[config.mk]
export PLATFORM = sky130hd
export DESIGN_NAME = drc_diag_record
export DESIGN_NICKNAME = d
export VERILOG_FILES = /design/src/drc_pkg.sv /design/src/drc_diag_record.sv /design/src/drc_rec_mem.sv
export VERILOG_INCLUDE_DIRS = /design/src
export SDC_FILE = /design/constraint.sdc
export NUM_CORES = 1
export LEC_CHECK = 0
export BUFFER_PORTS_ARGS = -buffer_cell sky130_fd_sc_hd__buf_2
export CAP_MARGIN = 20
export CORE_ASPECT_RATIO = 0.75
export CORE_UTILIZATION = 55
export DETAILED_ROUTE_END_ITERATION = 7
export PLACE_DENSITY = 0.74
export SKIP_CTS_REPAIR_TIMING = 1
export SYNTH_ARGS = -nofsm -noshare
export SYNTH_HDL_FRONTEND = slang
export SYNTH_SLANG_ARGS = --single-unit
[constraint.sdc]
create_clock -name i_mclk -period 2.7 [get_ports i_mclk]
set_input_delay 0.135 -clock i_mclk [delete_from_list [all_inputs] [get_ports i_mclk]]
set_output_delay 0.135 -clock i_mclk [all_outputs]
set_load 0.02 [all_outputs]
[src/drc_diag_params.svh]
// Constants of the extended diagnostic record builder
`ifndef DRC_DIAG_PARAMS_SVH
`define DRC_DIAG_PARAMS_SVH

// ============================================================
// Record layout
`define DRC_REC_BYTES      16
`define DRC_IDX_W          4
`define DRC_BASIC_BYTES    4
`define DRC_IDX_BASIC0     4'h0
`define DRC_IDX_BASIC1     4'h1
`define DRC_IDX_BASIC2     4'h2
`define DRC_IDX_BASIC3     4'h3
`define DRC_IDX_CH_TYPE    4'h4
`define DRC_IDX_BITS_CH    4'h5
`define DRC_IDX_NUM_CH     4'h6
`define DRC_IDX_GRP_ERR    4'h7
`define DRC_IDX_LOST0      4'h8
`define DRC_IDX_LOST1      4'h9
`define DRC_IDX_LOST2      4'hA
`define DRC_IDX_LOST3      4'hB
`define DRC_IDX_LAST       4'hF

// ============================================================
// Field values
`define DRC_CH_TYPE_DI     7'h70
`define DRC_CH_TYPE_FM     7'h76
`define DRC_BITS_PER_CH    8'h08
`define DRC_NUM_CH_DI      8'h08
`define DRC_NUM_CH_CNT     8'h04
`define DRC_ZERO_BYTE      8'h00
`define DRC_ZERO_NIB       4'h0
`define DRC_ZERO_3         3'h0
`define DRC_ZERO_2         2'h0
`define DRC_NUM_DI         16
`define DRC_DI_PER_BYTE    4
`define DRC_DI_BIT_STEP    2
`define DRC_LOST_BYTES     4
`define DRC_CNT_PLAIN      3

`endif

[src/drc_pkg.sv]
// Types of the extended diagnostic record builder
package drc_pkg;

  // ============================================================
  // Basic record, bytes 0 to 3
  typedef struct packed {
    logic [7:0] b3;
    logic [7:0] b2;
    logic [7:0] b1;
    logic [7:0] b0;
  } drc_basic_t;

  // ============================================================
  // Counter lost-interrupt events, one-cycle pulses
  typedef struct packed {
    logic       latch3;
    logic       cmp3;
    logic       ovf3;
    logic       gate_close3;
    logic       gate_open3;
    logic [2:0] cmp;
    logic [2:0] ovf;
  } drc_cnt_lost_t;

  // ============================================================
  // Record variant
  typedef enum logic {
    DRC_VAR_ALARM,
    DRC_VAR_COUNTER
  } drc_variant_t;

  // ============================================================
  // Refresh sequencer
  typedef enum logic [1:0] {
    DRC_ST_IDLE,
    DRC_ST_FILL,
    DRC_ST_READY
  } drc_state_t;

endpackage : drc_pkg

[src/drc_diag_record.sv]
// Extended diagnostic record builder, alarm-input and counter variants
`timescale 1ns/1ps
`default_nettype none
`include "drc_diag_params.svh"

module drc_diag_record (
  // Clock and reset
  input  wire logic                   i_mclk,
  input  wire logic                   i_rst,
  // Configuration
  input  wire drc_pkg::drc_variant_t  i_variant,
  input  wire logic                   i_more_types,
  input  wire logic                   i_diag_release,
  // Basic record, held by the caller
  input  wire drc_pkg::drc_basic_t    i_basic,
  // Live error levels
  input  wire logic [3:0]             i_grp_err,
  input  wire logic [3:0]             i_cnt_err,
  // Lost-interrupt event pulses
  input  wire logic [`DRC_NUM_DI-1:0] i_di_lost,
  input  wire drc_pkg::drc_cnt_lost_t i_cnt_lost,
  // Clear of sticky lost flags
  input  wire logic                   i_lost_clr,
  // Record read port
  input  wire logic                   i_rd_req,
  input  wire logic [`DRC_IDX_W-1:0]  i_rd_idx,
  output logic                        o_rd_valid,
  output logic [7:0]                  o_rd_data,
  // Status
  output logic                        o_rec_ready,
  output logic                        o_diag_event,
  output logic                        o_lost_any
);

  import drc_pkg::*;

  // ============================================================
  // Sticky lost-interrupt flags
  logic [`DRC_NUM_DI-1:0] di_lost;
  logic [`DRC_NUM_DI-1:0] next_di_lost;
  drc_cnt_lost_t          cnt_lost;
  drc_cnt_lost_t          next_cnt_lost;
  drc_variant_t           variant_q;
  logic                   variant_chg;
  logic                   lost_drop;

  assign variant_chg   = (i_variant != variant_q);
  assign lost_drop     = i_lost_clr | variant_chg;
  // Set wins over clear; a variant change drops stale flags
  assign next_di_lost  = i_di_lost | (lost_drop ? '0 : di_lost);
  assign next_cnt_lost = i_cnt_lost | (lost_drop ? '0 : cnt_lost);

  always_ff @(posedge i_mclk) begin
    if (i_rst) begin
      di_lost <= '0;
    end else begin
      di_lost <= next_di_lost;
    end
  end

  always_ff @(posedge i_mclk) begin
    if (i_rst) begin
      cnt_lost <= '0;
    end else begin
      cnt_lost <= next_cnt_lost;
    end
  end

  always_ff @(posedge i_mclk) begin
    if (i_rst) begin
      variant_q <= DRC_VAR_ALARM;
    end else begin
      variant_q <= i_variant;
    end
  end

  // ============================================================
  // Lost-interrupt summary
  // Only flags of the variant in use are reported
  assign o_lost_any = (variant_q == DRC_VAR_ALARM) ? (|di_lost) : (|cnt_lost);

  // ============================================================
  // Basic record gating and change detection
  drc_basic_t basic_q;
  logic       release_q;
  logic       basic_chg;
  logic       release_off;
  logic       next_diag_event;
  drc_basic_t basic_out;

  assign basic_chg       = (i_basic != basic_q);
  assign release_off     = release_q & ~i_diag_release;
  // Incoming and outgoing messages both need release
  assign next_diag_event = i_diag_release & basic_chg;
  assign basic_out       = release_q ? basic_q : '0;

  // Previous basic record, kept for change detection
  always_ff @(posedge i_mclk) begin
    if (i_rst) begin
      basic_q <= '0;
    end else begin
      basic_q <= i_basic;
    end
  end

  always_ff @(posedge i_mclk) begin
    if (i_rst) begin
      release_q <= 1'b0;
    end else begin
      release_q <= i_diag_release;
    end
  end

  always_ff @(posedge i_mclk) begin
    if (i_rst) begin
      o_diag_event <= 1'b0;
    end else begin
      o_diag_event <= next_diag_event;
    end
  end

  // ============================================================
  // Byte builders
  function automatic logic [7:0] drc_di_byte(input logic [3:0] lost);
    // Even bits carry flags, odd bits fixed zero
    logic [7:0] b;
    b = `DRC_ZERO_BYTE;
    for (int i = 0; i < `DRC_DI_PER_BYTE; i++) begin
      b[i*`DRC_DI_BIT_STEP] = lost[i];
    end
    drc_di_byte = b;
  endfunction : drc_di_byte

  function automatic logic [7:0] drc_cnt_byte(input logic ovf, input logic cmp);
    drc_cnt_byte = {`DRC_ZERO_NIB, cmp, ovf, `DRC_ZERO_2};
  endfunction : drc_cnt_byte

  function automatic logic [7:0] drc_cnt3_byte(input drc_cnt_lost_t lost);
    // Counter 3 adds gate and latch flags; top bits fixed zero
    drc_cnt3_byte = {`DRC_ZERO_3, lost.latch3, lost.cmp3, lost.ovf3,
                     lost.gate_close3, lost.gate_open3};
  endfunction : drc_cnt3_byte

  logic [7:0] di_byte  [0:3];
  logic [7:0] cnt_byte [0:3];

  genvar g;
  generate
    for (g = 0; g < `DRC_LOST_BYTES; g++) begin : g_lost
      assign di_byte[g] = drc_di_byte(di_lost[g*`DRC_DI_PER_BYTE +: `DRC_DI_PER_BYTE]);
      if (g < `DRC_CNT_PLAIN) begin : g_cnt
        assign cnt_byte[g] = drc_cnt_byte(cnt_lost.ovf[g], cnt_lost.cmp[g]);
      end else begin : g_cnt3
        assign cnt_byte[g] = drc_cnt3_byte(cnt_lost);
      end
    end
  endgenerate

  // ============================================================
  // Record byte selection
  logic                  is_alarm;
  logic [6:0]            ch_type;
  logic [7:0]            byte_ch_type;
  logic [7:0]            byte_num_ch;
  logic [7:0]            byte_grp_err;
  logic [`DRC_IDX_W-1:0] wr_idx;
  logic [7:0]            wr_byte;
  logic [1:0]            lost_sel;
  logic [7:0]            lost_byte;
  logic [7:0]            byte_bits_ch;

  assign is_alarm     = (variant_q == DRC_VAR_ALARM);
  assign ch_type      = is_alarm ? `DRC_CH_TYPE_DI : `DRC_CH_TYPE_FM;
  assign byte_ch_type = {i_more_types, ch_type};
  assign byte_num_ch  = is_alarm ? `DRC_NUM_CH_DI : `DRC_NUM_CH_CNT;
  assign byte_grp_err = {`DRC_ZERO_NIB,
                         is_alarm ? i_grp_err : i_cnt_err};
  assign lost_sel     = wr_idx[1:0];
  assign byte_bits_ch = `DRC_BITS_PER_CH;
  // Lost byte follows the registered variant
  assign lost_byte    = is_alarm ? di_byte[lost_sel] : cnt_byte[lost_sel];

  always_comb begin
    case (wr_idx)
      `DRC_IDX_BASIC0:  wr_byte = basic_out.b0;
      `DRC_IDX_BASIC1:  wr_byte = basic_out.b1;
      `DRC_IDX_BASIC2:  wr_byte = basic_out.b2;
      `DRC_IDX_BASIC3:  wr_byte = basic_out.b3;
      `DRC_IDX_CH_TYPE: wr_byte = byte_ch_type;
      `DRC_IDX_BITS_CH: wr_byte = byte_bits_ch;
      `DRC_IDX_NUM_CH:  wr_byte = byte_num_ch;
      `DRC_IDX_GRP_ERR: wr_byte = byte_grp_err;
      `DRC_IDX_LOST0,
      `DRC_IDX_LOST1,
      `DRC_IDX_LOST2,
      `DRC_IDX_LOST3:   wr_byte = lost_byte;
      default:          wr_byte = `DRC_ZERO_BYTE;
    endcase
  end

  // ============================================================
  // Refresh sequencer: rewrites all sixteen bytes in a loop
  drc_state_t state;
  drc_state_t next_state;
  logic       wr_last;
  logic       next_rec_ready;

  assign wr_last = (wr_idx == `DRC_IDX_LAST);

  always_comb begin
    case (state)
      DRC_ST_IDLE: begin
        next_state = DRC_ST_FILL;
      end
      DRC_ST_FILL: begin
        next_state = wr_last ? DRC_ST_READY : DRC_ST_FILL;
      end
      DRC_ST_READY: begin
        next_state = DRC_ST_READY;
      end
      default: begin
        next_state = DRC_ST_IDLE;
      end
    endcase
  end

  logic                  restart;
  logic [`DRC_IDX_W-1:0] next_wr_idx;

  // Variant change or release loss refills the record from byte 0
  assign restart        = release_off | variant_chg;
  assign next_wr_idx    = (state == DRC_ST_IDLE) ? '0 : wr_idx + 1'b1;
  // Ready once a full pass has landed, dropped on restart
  assign next_rec_ready = (next_state == DRC_ST_READY) & ~restart;

  always_ff @(posedge i_mclk) begin
    if (i_rst) begin
      state <= DRC_ST_IDLE;
    end else begin
      state <= restart ? DRC_ST_IDLE : next_state;
    end
  end

  always_ff @(posedge i_mclk) begin
    if (i_rst) begin
      wr_idx <= '0;
    end else begin
      wr_idx <= next_wr_idx;
    end
  end

  always_ff @(posedge i_mclk) begin
    if (i_rst) begin
      o_rec_ready <= 1'b0;
    end else begin
      o_rec_ready <= next_rec_ready;
    end
  end

  // ============================================================
  // Record store and read port
  logic wr_en;

  // Every non-idle cycle rewrites one byte
  assign wr_en = (state != DRC_ST_IDLE);

  drc_rec_mem u_mem (
    .i_mclk  (i_mclk),
    .i_we    (wr_en),
    .i_waddr (wr_idx),
    .i_wdata (wr_byte),
    .i_re    (i_rd_req),
    .i_raddr (i_rd_idx),
    .o_rdata (o_rd_data)
  );

  // Valid trails a taken read by one cycle
  always_ff @(posedge i_mclk) begin
    if (i_rst) begin
      o_rd_valid <= 1'b0;
    end else begin
      o_rd_valid <= i_rd_req;
    end
  end

endmodule : drc_diag_record
`default_nettype wire

[src/drc_rec_mem.sv]
// Sixteen-byte record store with registered read data
`timescale 1ns/1ps
`default_nettype none
`include "drc_diag_params.svh"

module drc_rec_mem (
  // Clock
  input  wire logic                   i_mclk,
  // Write port
  input  wire logic                   i_we,
  input  wire logic [`DRC_IDX_W-1:0]  i_waddr,
  input  wire logic [7:0]             i_wdata,
  // Read port
  input  wire logic                   i_re,
  input  wire logic [`DRC_IDX_W-1:0]  i_raddr,
  output var  logic [7:0]             o_rdata
);

  logic [7:0] mem [0:`DRC_REC_BYTES-1];

  always_ff @(posedge i_mclk) begin
    if (i_we) begin
      mem[i_waddr] <= i_wdata;
    end
  end

  always_ff @(posedge i_mclk) begin
    if (i_re) begin
      o_rdata <= mem[i_raddr];
    end
  end

endmodule : drc_rec_mem
`default_nettype wire

==> flow_metrics.env <==
export IMPL_status="completed"
export IMPL_synth_top_area_cell="edfxtp_1"
export IMPL_io_pins=90
export IMPL_power_per_cell_area_nw_per_um2=668.7
export IMPL_r2r_worst_path_cells=4
export IMPL_worstMarginPinSlew_ps=1186
export IMPL_min_path_type="primary input to flop"
export IMPL_end_kind="flop"
export IMPL_antenna_found_initial=0
export IMPL_final_core_utilization_pct=70.26
export IMPL_initial_core_util_pct=56.69
export IMPL_placed_cells=820
export IMPL_antenna_cells=0
export IMPL_drive_gt1_share_pct=22.95
export IMPL_finalHoldViolations=0
export IMPL_hold_worst_slack_ps=176.8
export IMPL_dr_first_iter_drc_count=556
export IMPL_htreeDepth=1
export IMPL_reg2reg_slack_ps=200
export IMPL_ys_types=42
export IMPL_synth_cells=543
export IMPL_cts_tree="done"
export IMPL_cts_inserted_buffers=20
export IMPL_finalNonFillerCells=919
export IMPL_rsz0062_at_grt="no"
export IMPL_power_switching_mw=1.477
export IMPL_drc=0
export IMPL_vias=5414
export IMPL_layout_nets=788
export IMPL_path_max_fanout=16
export IMPL_p_int_mw=5.381
export IMPL_min_path_cells=4
export IMPL_synth_nets=626
export IMPL_first_global_vias=5187
export IMPL_fin_crit_ps=2499
export IMPL_area_growth_pct=23.92
export IMPL_startpoint_type="flop"
export IMPL_worst_setup_path_type="flop to flop"
export IMPL_setup_tns_ps=0
export IMPL_synth_seq_cells=206
export IMPL_crit_chain="inv_1 -> ha_1 -> nand2_1 -> o22ai_1"
export IMPL_clock_latency_ps=500
export IMPL_r2r_end="u_mem.mem[10][7]$_DFFE_PP_"
export IMPL_min_from="i_lost_clr"
export IMPL_grt_max_degree=42
export IMPL_fmax_ghz=0.4002
export IMPL_finClkSkew_ps=10.67
export IMPL_yosysTopAreaCellShare_pct=49.35
export IMPL_clk_path_buf_depth=3
export IMPL_cts_root_buf="clkbuf_16"
export IMPL_r2r_start="wr_idx[0]$_SDFF_PP0_"
export IMPL_cpPeakStageDelay_ps=950
export IMPL_crit_buf_inv=1
export IMPL_cellLeakagePower_nw=3.766
export IMPL_period_share_pct=92.54
export IMPL_cts_sinks=206
export IMPL_cp_arrival_ps=2620
export IMPL_synth_area_leaders="edfxtp_1 49%, dfxtp_1 17%, mux4_1 5.7%, mux4_2 5.4%, xnor2_1 3.5%"
export IMPL_maxCapViolations=0
export IMPL_relSlewSlack_pct=20.96
export IMPL_power_share_sequential_pct=50.8
export IMPL_crit_family="compound AO/OA/AOI/OAI gates"
export IMPL_power_frac_clock_pct=41.7
export IMPL_ys_seq_area_share_pct=66.28
export IMPL_vias_per_cell=5.891
export IMPL_grt_pass1_wl_um=29100
export IMPL_fill_cells=940
export IMPL_wl_um=20040
export IMPL_die_area_um2=15550
export IMPL_pwr_share_comb_pct=7.5
export IMPL_antenna_left=0
export IMPL_clkTransAtPathRegs_ps=60
export IMPL_netlist_area_um2=8275
export IMPL_ys_warn_count=0
export IMPL_avgSynthCellArea_um2=15.24
export IMPL_grt_overflow_total=0
export IMPL_crit_required_ps=2820
export IMPL_design_core_area_um2=14600
export IMPL_ir_drop_uv=465.9
export IMPL_whs_endpoint="cnt_byte[3]$_SDFF_PP0_"
export IMPL_critPathSlowestCell="o22ai_1"
export IMPL_wire_per_inst_um=21.81
export IMPL_chipWidth_um=143.6
export IMPL_gp_congestion=0.9147
export IMPL_maxSlewViolCount=0
export IMPL_die_h_um=108.2
export IMPL_row_count=38
export IMPL_firstDrtPassIters=5
export IMPL_dp_hpwl_um=12990
export IMPL_setup_viol=0
export IMPL_grt_usage_pct=25.89
export IMPL_p_sw_share_pct=21.54
export IMPL_placement_io_buffers=89
==> tightest hold or removal path: stages <==
cell	delay (ps)
buf_2	90
nor2_2	170
a21oi_1	200
nor2_1	40
==> metal layers <==
layer | wire [um] | global-route usage [%] | share of wire (%) | vias up
met5 | 0 | 0 | 0 | -
li1 | - | - | - | 2412
met4 | 533 | 6.763 | 2.7 | 0
met2 | 9649 | 41.89 | 48 | 243
met3 | 1374 | 4.606 | 6.9 | 44
met1 | 8482 | 36.55 | 42 | 2715
==> cells by family after synthesis <==
| group | share of synthesized area, % |
|---|---|
| xor gates and xnor gates | 3.704 |
| adders and majority gates | 0.7560 |
| AOI/OAI and AO/OA | 6.441 |
| buffers and inverters | 2.313 |
| and+or+nand+nor | 8.588 |
| DFF | 66.28 |
| muxes | 11.91 |
==> how the worst max path moves through the flow <==
stage | to | from | depth (start not counted) | slack (ps)
2_1_floorplan | u_mem.mem[0][3]$_DFFE_PP_ | wr_idx[0]$_SDFF_PP0_ | 7 | 440
3_3_place_gp | u_mem.mem[8][3]$_DFFE_PP_ | wr_idx[0]$_SDFF_PP0_ | 5 | 310
3_5_place_dp | u_mem.mem[5][7]$_DFFE_PP_ | wr_idx[0]$_SDFF_PP0_ | 5 | 370
4_1_cts | u_mem.mem[0][6]$_DFFE_PP_ | wr_idx[0]$_SDFF_PP0_ | 5 | 330
5_1_grt | u_mem.mem[9][7]$_DFFE_PP_ | wr_idx[0]$_SDFF_PP0_ | 4 | 160
6_report | u_mem.mem[10][7]$_DFFE_PP_ | wr_idx[0]$_SDFF_PP0_ | 4 | 200
==> state kept, by name (all words and copies together) (netlist names) <==
| name | cells |
|---|---|
| wr_idx | 4 |
| cnt_byte | 11 |
| release_q | 1 |
| u_mem.o_rdata | 8 |
| o_rec_ready | 1 |
| variant_q | 1 |
| u_mem.mem | 128 |
| o_diag_event | 1 |
| basic_q | 32 |
| state | 2 |
| di_lost | 16 |
| o_rd_valid | 1 |
==> through the flow <==
step / power (mW) / setup slack, ps / area, um^2
3_3_place_gp: 3.968 / 308.8 / 8934
2_1_floorplan: 3.812 / 438.6 / 8275
4_1_cts: 6.814 / 333.5 / 9627
3_5_place_dp: 3.984 / 367.1 / 8941
5_1_grt: 7.064 / 162.5 / 10250
6_report: 6.857 / 201.4 / 10250
==> synth_stat cells <==
cell type,n
a211o_1,1
a21boi_0,1
a21oi_1,32
a221o_1,2
a221oi_1,6
a22o_1,4
a22oi_1,24
a32oi_1,1
and2_1,13
and2b_1,1
buf_1,4
buf_2,8
buf_4,2
buf_6,3
clkbuf_1,11
clkdlybuf4s25_2,2
dfxtp_1,70
edfxtp_1,136
ha_1,5
inv_1,7
mux2_2,2
mux2i_1,4
mux4_1,18
mux4_2,20
nand2_1,14
nand2b_1,1
nand3_1,2
nand4_1,10
nor2_1,37
nor2_2,1
nor2b_1,37
nor3_1,7
nor3b_1,1
nor4_1,10
o211ai_1,1
o21ai_0,6
o21ai_1,1
o22ai_1,1
o41a_1,1
or3b_2,1
xnor2_1,33
xor2_1,2
==> cells in the final DEF, fill, tap and decap left out, types with 7 or more instances in the layout <==
master,instances
edfxtp_1,136
buf_2,89
dfxtp_1,70
dlygate4sd3_1,62
nor2b_1,37
nor2_1,37
xnor2_1,33
a21oi_1,32
a22oi_1,24
clkbuf_16,21
mux4_2,20
buf_4,19
mux4_1,18
nand2_1,14
and2_1,13
nor4_1,10
nand4_1,10
inv_1,7
nor3_1,7
==> power by group through the flow <==
stage	combinational, mW	clock [mW]	sequential [mW]
after floorplan	0.271	0	3.54
after global placement	0.419	0	3.55
after detailed placement	0.434	0	3.55
after CTS	0.436	2.90	3.48
after global routing	0.552	3.02	3.49
final	0.513	2.86	3.48
==> layout make-up <==
type	count	area (um^2)	share of cell area, %
Multi-Input combinational cell	300	2599	25.34
Sequential cell	206	5485	53.49
Tap cell	200	250.2	2.440
Clock buffer	25	570.5	5.564
Timing Repair Buffer	170	1209	11.79
Inverter	7	26.28	0.2562
Clock inverter	11	115.1	1.122
No activity file was read; power rests on OpenSTA's default activity.
